--- config.mk ---
export PLATFORM = sky130hd
export DESIGN_NAME = ebtcf_timer
export DESIGN_NICKNAME = d
export VERILOG_FILES = /design/src/hw/ebtcf_pkg.sv /design/src/hw/ebtcf_prescaler.sv /design/src/hw/ebtcf_timer.sv
export SDC_FILE = /design/constraint.sdc
export NUM_CORES = 1
export LEC_CHECK = 0
export BUFFER_PORTS_ARGS = -buffer_cell sky130_fd_sc_hd__buf_4
export CAP_MARGIN = 20
export CORE_MARGIN = 2
export CORE_UTILIZATION = 52
export DETAILED_ROUTE_END_ITERATION = 16
export PLACE_DENSITY = 0.8
export SYNTH_ARGS = -nofsm -noshare
export SYNTH_HDL_FRONTEND = slang
export SYNTH_SLANG_ARGS = --single-unit
--- constraint.sdc ---
create_clock -name i_sys_clk -period 2.2 [get_ports i_sys_clk]
set_input_delay 0 -clock i_sys_clk [delete_from_list [all_inputs] [get_ports i_sys_clk]]
set_output_delay 0 -clock i_sys_clk [all_outputs]
set_load 0.02 [all_outputs]
--- src/hw/ebtcf_pkg.sv ---
/*
 Constants for the 8-bit timer control and flag block: register offsets,
 field positions, reset values, clock select codes and prescaler ratios.
 Assumes a 32-bit Avalon-MM slave with word-aligned registers.
*/
package ebtcf_pkg;
   localparam logic [4:0] EBTCF_OFS_CTRL_A = 5'h00;
   localparam logic [4:0] EBTCF_OFS_CTRL_B = 5'h04;
   localparam logic [4:0] EBTCF_OFS_COUNT = 5'h08;
   localparam logic [4:0] EBTCF_OFS_CMP_A = 5'h0c;
   localparam logic [4:0] EBTCF_OFS_CMP_B = 5'h10;
   localparam logic [4:0] EBTCF_OFS_MASK = 5'h14;
   localparam logic [4:0] EBTCF_OFS_FLAGS = 5'h18;
   localparam logic [4:0] EBTCF_OFS_ACK = 5'h1c;
   localparam int EBTCF_ADDR_W = 5;

   // Control A layout: output actions and low mode bits
   localparam int EBTCF_CA_ACT_A = 6;
   localparam int EBTCF_CA_ACT_B = 4;
   localparam int EBTCF_CA_WGM_LO = 0;
   localparam logic [7:0] EBTCF_CA_MASK = 8'hf3;
   // Control B layout
   localparam int EBTCF_CB_FORCE_A = 7;
   localparam int EBTCF_CB_FORCE_B = 6;
   localparam int EBTCF_CB_WGM_TOP = 3;
   localparam int EBTCF_CB_CS = 0;
   localparam logic [7:0] EBTCF_CB_READ_MASK = 8'h0f;
   // Flag and mask bit positions
   localparam int EBTCF_BIT_MATCH_B = 2;
   localparam int EBTCF_BIT_MATCH_A = 1;
   localparam int EBTCF_BIT_OVF = 0;
   localparam logic [7:0] EBTCF_FLAG_MASK = 8'h07;

   localparam logic [7:0] EBTCF_RESET_BYTE = 8'h00;
   localparam logic [7:0] EBTCF_MAX = 8'hff;
   localparam logic [7:0] EBTCF_BOTTOM = 8'h00;

   localparam logic [2:0] EBTCF_CS_STOP = 3'h0;
   localparam logic [2:0] EBTCF_CS_DIV1 = 3'h1;
   localparam logic [2:0] EBTCF_CS_DIV8 = 3'h2;
   localparam logic [2:0] EBTCF_CS_DIV64 = 3'h3;
   localparam logic [2:0] EBTCF_CS_DIV256 = 3'h4;
   localparam logic [2:0] EBTCF_CS_DIV1024 = 3'h5;
   localparam logic [2:0] EBTCF_CS_EXT_FALL = 3'h6;
   localparam logic [2:0] EBTCF_CS_EXT_RISE = 3'h7;
   localparam int EBTCF_PRE_W = 10;
   localparam logic [9:0] EBTCF_DIV8_M = 10'h007;
   localparam logic [9:0] EBTCF_DIV64_M = 10'h03f;
   localparam logic [9:0] EBTCF_DIV256_M = 10'h0ff;
   localparam logic [9:0] EBTCF_DIV1024_M = 10'h3ff;

   // Waveform modes (3 bits: top bit from control B)
   localparam logic [2:0] EBTCF_WGM_NORMAL = 3'h0;
   localparam logic [2:0] EBTCF_WGM_PC_FF = 3'h1;
   localparam logic [2:0] EBTCF_WGM_CTC = 3'h2;
   localparam logic [2:0] EBTCF_WGM_FAST_FF = 3'h3;
   localparam logic [2:0] EBTCF_WGM_PC_CMP = 3'h5;
   localparam logic [2:0] EBTCF_WGM_FAST_CMP = 3'h7;

   localparam logic [1:0] EBTCF_ACT_NONE = 2'h0;
   localparam logic [1:0] EBTCF_ACT_TOGGLE = 2'h1;
   localparam logic [1:0] EBTCF_ACT_CLEAR = 2'h2;
   localparam logic [1:0] EBTCF_ACT_SET = 2'h3;
endpackage

--- src/hw/ebtcf_prescaler.sv ---
/*
 Clock select unit: prescaler divider and external pin edge detector that
 produce the one-cycle timer tick.
 Assumes the external pin is already synchronous to the system clock.
*/
`timescale 1ns/1ps
module ebtcf_prescaler (
   input wire logic i_sys_clk,
   input wire logic i_resetn,
   input wire logic [2:0] i_clock_source_select,
   input wire logic i_ext_count_pin,
   output logic o_tick
);
   import ebtcf_pkg::*;

   logic [EBTCF_PRE_W-1:0] div_q;
   logic ext_q;
   logic tick_d;

   // Free-running divider shared by all divided rates
   always_ff @(posedge i_sys_clk) begin
      if (!i_resetn) begin
         div_q <= '0;
      end else begin
         div_q <= div_q + 1'b1;
      end
   end

   // Pin is sampled regardless of its direction
   always_ff @(posedge i_sys_clk) begin
      if (!i_resetn) begin
         ext_q <= 1'b0;
      end else begin
         ext_q <= i_ext_count_pin;
      end
   end

   always_comb begin
      tick_d = 1'b0;
      case (i_clock_source_select)
         EBTCF_CS_STOP: tick_d = 1'b0;
         EBTCF_CS_DIV1: tick_d = 1'b1;
         EBTCF_CS_DIV8: tick_d = (div_q & EBTCF_DIV8_M) == EBTCF_DIV8_M;
         EBTCF_CS_DIV64: tick_d = (div_q & EBTCF_DIV64_M) == EBTCF_DIV64_M;
         EBTCF_CS_DIV256: tick_d = (div_q & EBTCF_DIV256_M) == EBTCF_DIV256_M;
         EBTCF_CS_DIV1024: tick_d = div_q == EBTCF_DIV1024_M;
         EBTCF_CS_EXT_FALL: tick_d = ext_q & ~i_ext_count_pin;
         EBTCF_CS_EXT_RISE: tick_d = ~ext_q & i_ext_count_pin;
         default: tick_d = 1'b0;
      endcase
   end

   assign o_tick = tick_d;
endmodule

--- src/hw/ebtcf_timer.sv ---
/*
 8-bit timer/counter: control, counter, compare, mask and flag registers,
 waveform outputs and interrupt requests, with an Avalon-MM register slave.
 Assumes a single 200 MHz clock, synchronous active-low reset and an
 external count pin synchronous to that clock.
*/
// Behaviour
// - Force strobes act only in non-PWM modes
// - Force strobe applies match to output now
// - Forced match sets no flag, no clear
// - Force bits always read back zero
// - Clock select: stop, 1, 8, 64, 256, 1024
// - Codes 110/111 count external falling/rising edges
// - External pin counts even when output
// - Counter is software readable and writable
// - Counter write blocks next tick's match
// - Two compare registers matched against counter
// - Interrupt needs mask, global enable and flag
// - Reserved bits read as zero
// - Matches set compare flags B and A
// - Flags clear on vector or written one
// - Overflow flag set per waveform mode
// - Control B bit 3 is top mode bit
`timescale 1ns/1ps
module ebtcf_timer (
   input wire logic i_sys_clk,
   input wire logic i_resetn,
   input wire logic [ebtcf_pkg::EBTCF_ADDR_W-1:0] i_avs_address,
   input wire logic i_avs_read,
   input wire logic i_avs_write,
   input wire logic [31:0] i_avs_writedata,
   input wire logic [3:0] i_avs_byteenable,
   output logic [31:0] o_avs_readdata,
   output logic o_avs_waitrequest,
   input wire logic i_ext_count_pin,
   input wire logic i_cpu_status_word_ie,
   output logic o_wave_out_a,
   output logic o_wave_out_b,
   output logic [2:0] o_irq_req
);
   import ebtcf_pkg::*;

   logic [7:0] ctrl_a_q;
   logic [7:0] ctrl_b_q;
   logic [7:0] count_q;
   logic [7:0] cmp_a_q;
   logic [7:0] cmp_b_q;
   logic [7:0] cmp_a_buf_q;
   logic [7:0] cmp_b_buf_q;
   logic [2:0] mask_q;
   logic [2:0] flags_q;
   logic down_q;
   logic block_q;
   logic wave_a_q;
   logic wave_b_q;
   logic [2:0] irq_q;
   logic [31:0] rdata_q;
   logic ack_q;
   logic wait_q;
   logic tick;

   logic [2:0] wgm;
   logic pwm_mode;
   logic fast_mode;
   logic pc_mode;
   logic [7:0] top_val;
   logic acc;
   logic wr_en;
   logic rd_en;
   logic [7:0] wbyte;
   logic match_a;
   logic match_b;
   logic at_top;
   logic at_bottom;
   logic ovf_evt;
   logic [2:0] set_evt;
   logic [2:0] clr_w;
   logic force_a;
   logic force_b;
   logic [7:0] rd_mux;

   ebtcf_prescaler u_pre (
      .i_sys_clk(i_sys_clk),
      .i_resetn(i_resetn),
      .i_clock_source_select(ctrl_b_q[EBTCF_CB_CS +: 3]),
      .i_ext_count_pin(i_ext_count_pin),
      .o_tick(tick)
   );

   // Mode decode
   assign wgm = {ctrl_b_q[EBTCF_CB_WGM_TOP], ctrl_a_q[EBTCF_CA_WGM_LO +: 2]};
   assign fast_mode = (wgm == EBTCF_WGM_FAST_FF) || (wgm == EBTCF_WGM_FAST_CMP);
   assign pc_mode = (wgm == EBTCF_WGM_PC_FF) || (wgm == EBTCF_WGM_PC_CMP);
   assign pwm_mode = fast_mode || pc_mode;
   assign top_val = ((wgm == EBTCF_WGM_CTC) || (wgm == EBTCF_WGM_PC_CMP) ||
                     (wgm == EBTCF_WGM_FAST_CMP)) ? cmp_a_q : EBTCF_MAX;

   // Bus access: one cycle of waitrequest, answer on the second cycle
   assign acc = (i_avs_read || i_avs_write) && !ack_q;
   assign wr_en = i_avs_write && !ack_q;
   assign rd_en = i_avs_read && !ack_q;
   assign wbyte = i_avs_writedata[7:0];

   function automatic logic wr_hit(input logic [4:0] ofs);
      wr_hit = wr_en && (i_avs_address == ofs) && i_avs_byteenable[0];
   endfunction

   // Compare values seen by the comparators: live in non-PWM, buffered in PWM
   assign match_a = tick && !block_q && (count_q == (pwm_mode ? cmp_a_buf_q : cmp_a_q));
   assign match_b = tick && !block_q && (count_q == (pwm_mode ? cmp_b_buf_q : cmp_b_q));
   assign at_top = count_q == top_val;
   assign at_bottom = count_q == EBTCF_BOTTOM;

   always_comb begin
      ovf_evt = 1'b0;
      if (tick) begin
         case (wgm)
            EBTCF_WGM_NORMAL, EBTCF_WGM_CTC, EBTCF_WGM_FAST_FF: ovf_evt = count_q == EBTCF_MAX;
            EBTCF_WGM_PC_FF, EBTCF_WGM_PC_CMP: ovf_evt = at_bottom && down_q;
            EBTCF_WGM_FAST_CMP: ovf_evt = at_top;
            default: ovf_evt = 1'b0;
         endcase
      end
   end

   // Force strobes only in non-PWM modes, never touching flags or counter
   assign force_a = wr_hit(EBTCF_OFS_CTRL_B) && wbyte[EBTCF_CB_FORCE_A] && !pwm_mode;
   assign force_b = wr_hit(EBTCF_OFS_CTRL_B) && wbyte[EBTCF_CB_FORCE_B] && !pwm_mode;

   assign set_evt = {match_b, match_a, ovf_evt};
   assign clr_w = wr_hit(EBTCF_OFS_FLAGS) ? wbyte[2:0] : 3'h0;

   always_ff @(posedge i_sys_clk) begin
      if (!i_resetn) begin
         ctrl_a_q <= EBTCF_RESET_BYTE;
         ctrl_b_q <= EBTCF_RESET_BYTE;
         cmp_a_q <= EBTCF_RESET_BYTE;
         cmp_b_q <= EBTCF_RESET_BYTE;
         mask_q <= 3'h0;
      end else begin
         if (wr_hit(EBTCF_OFS_CTRL_A)) begin
            ctrl_a_q <= wbyte & EBTCF_CA_MASK;
         end
         if (wr_hit(EBTCF_OFS_CTRL_B)) begin
            ctrl_b_q <= wbyte & EBTCF_CB_READ_MASK;
         end
         if (wr_hit(EBTCF_OFS_CMP_A)) begin
            cmp_a_q <= wbyte;
         end
         if (wr_hit(EBTCF_OFS_CMP_B)) begin
            cmp_b_q <= wbyte;
         end
         if (wr_hit(EBTCF_OFS_MASK)) begin
            mask_q <= wbyte[2:0];
         end
      end
   end

   // PWM compare buffers reload at top
   always_ff @(posedge i_sys_clk) begin
      if (!i_resetn) begin
         cmp_a_buf_q <= EBTCF_RESET_BYTE;
         cmp_b_buf_q <= EBTCF_RESET_BYTE;
      end else if (!pwm_mode || (tick && at_top)) begin
         cmp_a_buf_q <= cmp_a_q;
         cmp_b_buf_q <= cmp_b_q;
      end
   end

   // Counter
   always_ff @(posedge i_sys_clk) begin
      if (!i_resetn) begin
         count_q <= EBTCF_RESET_BYTE;
         down_q <= 1'b0;
      end else if (wr_hit(EBTCF_OFS_COUNT)) begin
         count_q <= wbyte;
      end else if (tick) begin
         if (pc_mode) begin
            if (!down_q && at_top) begin
               down_q <= 1'b1;
               count_q <= count_q - 1'b1;
            end else if (down_q && at_bottom) begin
               down_q <= 1'b0;
               count_q <= count_q + 1'b1;
            end else begin
               count_q <= down_q ? count_q - 1'b1 : count_q + 1'b1;
            end
         end else begin
            down_q <= 1'b0;
            count_q <= (wgm != EBTCF_WGM_NORMAL && at_top) ? EBTCF_BOTTOM : count_q + 1'b1;
         end
      end
   end

   // Counter write masks the match of the following tick
   always_ff @(posedge i_sys_clk) begin
      if (!i_resetn) begin
         block_q <= 1'b0;
      end else if (wr_hit(EBTCF_OFS_COUNT)) begin
         block_q <= 1'b1;
      end else if (tick) begin
         block_q <= 1'b0;
      end
   end

   // Flags: set beats clear
   always_ff @(posedge i_sys_clk) begin
      if (!i_resetn) begin
         flags_q <= 3'h0;
      end else begin
         flags_q <= (flags_q & ~clr_w &
                     ~((wr_hit(EBTCF_OFS_ACK)) ? wbyte[2:0] : 3'h0)) | set_evt;
      end
   end

   always_ff @(posedge i_sys_clk) begin
      if (!i_resetn) begin
         irq_q <= 3'h0;
      end else begin
         irq_q <= flags_q & mask_q & {3{i_cpu_status_word_ie}};
      end
   end

   // Waveform outputs
   function automatic logic wave_next(input logic cur, input logic [1:0] act, input logic hit,
                                      input logic force_hit, input logic ch_a);
      logic r;
      r = cur;
      if (!pwm_mode) begin
         if (hit || force_hit) begin
            case (act)
               EBTCF_ACT_TOGGLE: r = ~cur;
               EBTCF_ACT_CLEAR: r = 1'b0;
               EBTCF_ACT_SET: r = 1'b1;
               default: r = cur;
            endcase
         end
      end else if (fast_mode) begin
         if (act == EBTCF_ACT_TOGGLE) begin
            if (ch_a && wgm[2] && hit) begin
               r = ~cur;
            end
         end else if (act[1]) begin
            if (tick && at_top) begin
               r = ~act[0];
            end else if (hit) begin
               r = act[0];
            end
         end
      end else begin
         if (act == EBTCF_ACT_TOGGLE) begin
            if (ch_a && wgm[2] && hit) begin
               r = ~cur;
            end
         end else if (act[1] && hit) begin
            r = down_q ? ~act[0] : act[0];
         end
      end
      wave_next = r;
   endfunction

   always_ff @(posedge i_sys_clk) begin
      if (!i_resetn) begin
         wave_a_q <= 1'b0;
         wave_b_q <= 1'b0;
      end else begin
         wave_a_q <= wave_next(wave_a_q, ctrl_a_q[EBTCF_CA_ACT_A +: 2], match_a, force_a, 1'b1);
         wave_b_q <= wave_next(wave_b_q, ctrl_a_q[EBTCF_CA_ACT_B +: 2], match_b, force_b, 1'b0);
      end
   end

   always_comb begin
      rd_mux = 8'h00;
      case (i_avs_address)
         EBTCF_OFS_CTRL_A: rd_mux = ctrl_a_q;
         EBTCF_OFS_CTRL_B: rd_mux = ctrl_b_q & EBTCF_CB_READ_MASK;
         EBTCF_OFS_COUNT: rd_mux = count_q;
         EBTCF_OFS_CMP_A: rd_mux = cmp_a_q;
         EBTCF_OFS_CMP_B: rd_mux = cmp_b_q;
         EBTCF_OFS_MASK: rd_mux = {5'h00, mask_q};
         EBTCF_OFS_FLAGS: rd_mux = {5'h00, flags_q};
         default: rd_mux = 8'h00;
      endcase
   end

   always_ff @(posedge i_sys_clk) begin
      if (!i_resetn) begin
         ack_q <= 1'b0;
         wait_q <= 1'b1;
         rdata_q <= 32'h0000_0000;
      end else begin
         ack_q <= acc;
         // Registered inverse of ack so the port comes straight from a flop
         wait_q <= !acc;
         if (rd_en) begin
            rdata_q <= {24'h000000, rd_mux};
         end
      end
   end

   assign o_avs_waitrequest = wait_q;
   assign o_avs_readdata = rdata_q;
   assign o_wave_out_a = wave_a_q;
   assign o_wave_out_b = wave_b_q;
   assign o_irq_req = irq_q;
endmodule

======== Yosys cells after proc, flatten, opt, wreduce, memory -nomap -nowiden ========
Index checks and enable logic that the tools add are counted.
word-level totals
  bits of input ports ..................... 47
  output and inout bits ................... 38
  word-level logic and storage cells ...... 185
  flip-flop bits (word level) ............. 84
cells by class
  bitwise operators ....................... 16
  equality and inequality tests ........... 41
  add/subtract/negate cells ............... 3
  mux-type cells .......................... 44
  reduce and logical (&&, ||, !) cells .... 62
operators by type and width
  operator                                           number
  2-to-1 mux 8 bit                                   10
  one-hot mux 8 bit (7 select lines)                 1
  logical AND 1 bit                                  33
  2-to-1 mux 1 bit                                   27
  == test 8 bit                                      3
  == test 3 bit (second input constant)              7
  == test 5 bit (second input constant)              4
  == test 8 bit (second input constant)              2
  AND 3 bit                                          4
  == test 3 x 2 -> 1 bit (second input constant)     4
  adder 10 x 1 -> 10 bit (second input constant)     1
  == test 10 bit (second input constant)             1
  == test 5 x 4 -> 1 bit (second input constant)     2
  logical OR 1 bit                                   9
  one-hot mux 1 bit (3 select lines)                 3
  adder 8 x 1 -> 8 bit (second input constant)       1
  == test 2 bit (second input constant)              4
  logical NOT 8 bit                                  1
  one-hot mux 1 bit (8 select lines)                 1
  nonzero test 4 bit                                 2
  subtractor 8 x 1 -> 8 bit (second input constant)  1
  inverter 1 bit                                     7
  == test 3 x 1 -> 1 bit (second input constant)     2
  == test 6 bit (second input constant)              1
  other kinds (23)                                   35

======== Depth between registers and ports, before layout ========
  depth in word-level cells ............... 12
  gate-level depth with buffers ........... 11
  depth with buffers taken out ............ 9

======== By module ========
Synthesis repeated with hierarchy kept, for this count alone.
second synthesis, totals
  cell total of the unflattened synthesis .. 625
  area total of the unflattened synthesis .. 5,282.6 µm²
modules (own cells, without submodules)
  module           area an instance (µm²)  cells each  times used  seq. area each (µm²)
  ebtcf_timer      4,765.8                 568         1           1,461.4
  ebtcf_prescaler  516.7                   57          1           220.2

======== Worst setup path before layout ========
Ideal clock, no wire load.
  path kind ............................... register to register
  start ................................... reg ctrl_a_q[0]
  end ..................................... reg count_q[2]
  clock period less this slack ............ 2,357 ps
  buffers on the path ..................... 2
  stages on the path, launching flop included .. 11
  slack ................................... -157 ps
  required time ........................... 2,113 ps
  data arrival time ....................... 2,270 ps
  library setup time ...................... 87 ps
  cells stage by stage .................... dfxtp_1 buf_6 and2_4 buf_6 or2_1 o221ai_1 and4_4 o21a_1 mux2_4 a31o_1 a221oi_2
between the ends
  word-level cells in the longest chain between the ends .. 10
  elaborated cells between the ends (all ways) .. 17
  classes of those cells .................. eq/ne: 5; mux: 6; reduce/logical: 6
RTL lines
  what                                                            RTL line                                RTL
  start: declaration                                              ebtcf_timer.sv:43                       logic [7:0] ctrl_a_q;
  start signal: assignment                                        ebtcf_timer.sv:142                      ctrl_a_q <= wbyte & EBTCF_CA_MASK;
  == test 3 x 2 -> 1 bit / == test 3 bit (equally long branches)  ebtcf_timer.sv:95, ebtcf_timer.sv:93
  logical OR 1 bit (2 in a row)                                   ebtcf_timer.sv:95                       assign top_val = ((wgm == EBTCF_WGM_CTC) || (wgm == EBTCF_WGM_PC_CMP) ||
  2-to-1 mux 8 bit                                                ebtcf_timer.sv:96                       (wgm == EBTCF_WGM_FAST_CMP)) ? cmp_a_q : EBTCF_MAX;
  == test 8 bit                                                   ebtcf_timer.sv:111                      assign at_top = count_q == top_val;
  logical AND 1 bit (on tied branches)                            ebtcf_timer.sv:190, ebtcf_timer.sv:179
  2-to-1 mux 8 bit (on tied branches)                             ebtcf_timer.sv:190, ebtcf_timer.sv:179
  2-to-1 mux 8 bit *                                              ebtcf_timer.sv:178                      if (pc_mode) begin
  2-to-1 mux 8 bit *                                              ebtcf_timer.sv:177                      end else if (tick) begin
  2-to-1 mux 8 bit *                                              ebtcf_timer.sv:175                      end else if (wr_hit(EBTCF_OFS_COUNT)) begin
  end signal: assignment                                          ebtcf_timer.sv:176                      count_q <= wbyte;
  end signal: assignment                                          ebtcf_timer.sv:181                      count_q <= count_q - 1'b1;
  end signal: assignment                                          ebtcf_timer.sv:190                      count_q <= (wgm != EBTCF_WGM_NORMAL && at_top) ? EBTCF_BOTTOM : count_q + 1'b1;
  end: declaration                                                ebtcf_timer.sv:45                       logic [7:0] count_q;
Every way passes the cells marked *; elsewhere a longest branch is shown, timed or not. The select of a mux whose other input is x is not followed.
A chain may end at the register's enable or synchronous reset.

======== Worst setup path in the final report ========
  start ................................... reg ctrl_a_q[0]
  end ..................................... reg wave_a_q, in the netlist o_wave_out_a
between the ends
  word-level cells in the longest chain between the ends .. 11
  elaborated cells between the ends (all ways) .. 34
  classes of those cells .................. eq/ne: 10; mux: 9; reduce/logical: 15
RTL lines
  what                                                          RTL line                                                    RTL
  == test 3 x 2 -> 1 bit, or another cell as far along          ebtcf_timer.sv:95
  logical OR 1 bit (on tied branches)                           ebtcf_timer.sv:95, ebtcf_timer.sv:92, ebtcf_timer.sv:93
  logical OR 1 bit (on tied branches)                           ebtcf_timer.sv:95, ebtcf_timer.sv:94
  2-to-1 mux 8 bit (on tied branches)                           ebtcf_timer.sv:96, ebtcf_timer.sv:109
  == test 8 bit (on tied branches)                              ebtcf_timer.sv:111, ebtcf_timer.sv:109
  logical AND 1 bit (on tied branches)                          ebtcf_timer.sv:244, ebtcf_timer.sv:109
  2-to-1 mux 1 bit / logical AND 1 bit (equally long branches)  ebtcf_timer.sv:244, ebtcf_timer.sv:240, ebtcf_timer.sv:252
  2-to-1 mux 1 bit (on tied branches) (2 in a row)              --
  2-to-1 mux 1 bit                                              ebtcf_timer.sv:238                                          end else if (fast_mode) begin
  2-to-1 mux 1 bit                                              ebtcf_timer.sv:229                                          if (!pwm_mode) begin
  end signal: assignment                                        ebtcf_timer.sv:267                                          wave_a_q <= wave_next(wave_a_q, ctrl_a_q[EBTCF_CA_ACT_A +: 2], match_a, force_a, 1'b1);
  end: declaration                                              ebtcf_timer.sv:54                                           logic wave_a_q;
Parallel ways exist; a longest one is shown, timed or not. The select of a mux whose other input is x is not followed.

==> results.yml <==
global_route:
  grt_util_met1_pct: 35.3
  grt_pass1_vias: 4729
  grt_use_total_pct: 27.7
  grt_pass1_wl_mm: 24.2
  use_met2_pct: 44.8
  overflow: 0
  grt_max_degree: 53
  grt_busiest_layer: "met2"
  antenna_found_initial: 0
  met3_usage_pct: 5.76
synth:
  yosysMostFrequentCell: "dfxtp_1"
  ys_async_sr_fraction_pct: 0
  seq_area_frac_synth_pct: 32.0
  synth_top_area_share_pct: 32.0
  yosys.area.top_type: "dfxtp_1"
  ys_top_cells_by_area: "dfxtp_1, mux2i_1, nor2b_1"
  synth.distinct_cells: 63
  yosys_warnings: 0
  syn-instance-count: 628
  synth_common_cells: "dfxtp_1, mux2i_1, nor2b_1, nor2_1, nand2_1"
  synth_edf_count: 0
  ys.flop_type: "dfxtp_1"
  synth.avg_cell_area_um2: 8.36
  synth_seq_cells: 84
  synth_area_um2: 5250
placement:
  io_buffers: 33
  gp_congestion: 0.940
  dp_hpwl_mm: 10.8
  placed_area_um2: 5930
  dpl.cell_count: 811
clock_network:
  cts_tree: "yes"
  path_clk_slew_ns: 0.09
  clock_tree.root_cell: "clkbuf_8"
  clockBufferDepth: 2
  clock_latency_ns: 0.37
  cts_sinks: 84
  h-tree-depth: 3
  cts_buffers: 9
routing:
  routed_via_density: 6.14
  drt_iter0_drc: 607
  vias: 5222
  wl_mm: 16.5
  final_antenna_net_count: 0
  drtPass1Iterations: 6
  drc: 0
  wl_per_cell_um: 19.4
sta:
  max_freq_mhz: 402
  worstMarginPinSlew_ns: 0.737
  fin_worst_skew_ns: 0.0147
  layout_min_cycle_time_ns: 2.49
  setup_slack_ns: -0.286
  whs_ns: 0.0131
  fin_setup_tns_ns: -2.49
  rsz0062_at_grt: "true"
  slew_viol_final: 0
  hold_violations: 0
  period_share_pct: 113
  final-setup-viol-count: 29
  maxSlewHeadroom_pct: 50.4
worst_hold_path:
  worstHoldStart: "i_avs_writedata[0]"
  holdPathStages: 3
  hp-class: "in -> reg"
  min_to: "cmp_b_q[0]$_SDFFE_PN0P_"
finish:
  final_nets: 763
  fillers: 701
  drive_above_1_share_pct: 26.6
  final_area_um2: 6630
  n_antenna_cell: 0
  final_cell_count_no_fill: 850
  area_delta_synth_final_pct: 26.3
floorplan:
  die_h_um: 104
  die_area_um2: 10900
  ios: 85
  rows: 36
  core-area_um2: 9770
  initial_core_util_pct: 53.7
  chipWidth_um: 104
worst_setup_path:
  cp-start-kind: "flop"
  worstSetupPathType: "reg -> reg"
  ff2ff_path_depth: 11
  reg2reg_to: "o_wave_out_a$_SDFFE_PN0P_"
  endpoint_kind: "flop"
  required_ns: 2.45
  cp_data_arrival_time_ns: 2.73
  r2r-start: "ctrl_a_q[0]$_SDFFE_PN0P_"
  crit_path_max_fanout: 8
  regToRegSetupSlack_ns: -0.29
power:
  leakagePower_uw: 0.00267
  ir_drop_v: 0.000455
  power_density_nw_per_um2: 478
outcome:
  outcome: "finished with violations"
  violations: "setup timing"
flow_run:
  drv_cap: 0
[worst max-delay path: stages, from the launching register on]
cell     delay [ns]
dfxtp_4        0.43
buf_6          0.15
buf_12         0.12
mux2i_1        0.23
xnor2_1        0.12
nor4_1         0.37
nand2_1        0.29
buf_4          0.22
nand3_1        0.09
o41ai_2        0.08
nor3_1         0.16
o32ai_1        0.11
[through the flow]
step | setup WS [ns] | power (uW) | util, %
2_1_floorplan | -0.0763 | 1840 | -
3_3_place_gp | -0.0939 | 1950 | 60.7
3_5_place_dp | -0.294 | 1960 | 60.7
4_1_cts | -0.113 | 3140 | 65.6
5_1_grt | -0.366 | 3270 | 67.8
6_report | -0.286 | 3170 | 67.8
[logic make-up (layout without fill, tap and decap cells)]
logic type      after synthesis  count (layout)  synth area share, %
simple gates                237             238                 24.2
flops                        84              84                 32.0
compound gates              116             116                 15.6
other cells                   1              24               0.0714
fa+ha+maj                     4               4                0.953
mux                          71              71                 13.8
xor+xnor                     31              31                 5.17
buf+inv                      84             149                 8.22
[power by group]
part | switching, uW | total, uW | internal [uW]
Sequential | 29.0 | 1570 | 1540
Combinational | 253 | 419 | 165
Clock | 620 | 1180 | 564
[cells in the final DEF, fill, tap and decap left out, types with 4 or more instances in the layout]
cell / n
nand4_1: 6
nor3_1: 7
dlygate4sd3_1: 9
inv_1: 11
buf_12: 4
a21boi_0: 6
o21ai_0: 24
and3_1: 11
and2_1: 16
dfxtp_2: 5
mux2i_1: 62
xnor2_1: 22
o221ai_2: 4
nor2b_1: 51
dfxtp_1: 77
nor3b_1: 4
o211ai_1: 10
nand3_1: 23
buf_4: 102
nor2_1: 42
nor4_1: 4
clkbuf_8: 10
conb_1: 24
buf_6: 6
mux2i_2: 4
or3_1: 6
nand2_1: 40
a21oi_1: 7
a31oi_1: 6
xor2_1: 9
a22oi_1: 16
a211oi_1: 4
nor4_2: 5
[what timing repair did]
item / CTS / global route
cloned: 1 / 1
setup buffers: 6 / 8
setup endpoints to repair: 30 / 30
resized for setup: 32 / 30
hold endpoints to repair: 25 / 0
pin swaps: 15 / 20
hold buffers: 9 / 0
[how the worst max path moves through the flow]
stage                             startpoint                   endpoint  slack, ns
floorplan           ctrl_a_q[0]$_SDFFE_PN0P_    count_q[2]$_SDFFE_PN0P_      -0.08
global placement    ctrl_a_q[0]$_SDFFE_PN0P_    count_q[2]$_SDFFE_PN0P_      -0.09
detailed placement  ctrl_a_q[0]$_SDFFE_PN0P_    count_q[2]$_SDFFE_PN0P_      -0.29
CTS                 ctrl_a_q[0]$_SDFFE_PN0P_    count_q[2]$_SDFFE_PN0P_      -0.11
global route        ctrl_a_q[0]$_SDFFE_PN0P_  o_wave_out_a$_SDFFE_PN0P_      -0.37
finish              ctrl_a_q[0]$_SDFFE_PN0P_  o_wave_out_a$_SDFFE_PN0P_      -0.29
[registers in the layout, indices dropped and copies added (netlist names), 3 cells and up]
name	count
ctrl_a_q	6
ctrl_b_q	4
cmp_a_q	8
cmp_b_q	8
cmp_b_buf_q	8
u_pre.div_q	10
cmp_a_buf_q	8
count_q	8
flags_q	3
o_irq_req	3
mask_q	3
o_avs_readdata	8
[routing by layer]
layer  wire, um  vias to the layer above
met3       1630                       87
met1       6380                     2433
met2       7580                      350
met5          0                        -
li1           -                     2352
met4        858                        0
[cell type report]
| cell class | instances | area [um2] | area share, % |
|---|---|---|---|
| Clock inverter | 6 | 68.8 | 1.04 |
| Tap cell | 133 | 166 | 2.51 |
| Timing Repair Buffer | 122 | 1030 | 15.5 |
| Multi-Input combinational cell | 484 | 3490 | 52.7 |
| Inverter | 11 | 41.3 | 0.623 |
| Clock buffer | 10 | 138 | 2.08 |
| Sequential cell | 84 | 1700 | 25.6 |
Power figures use the tool's default switching activity.
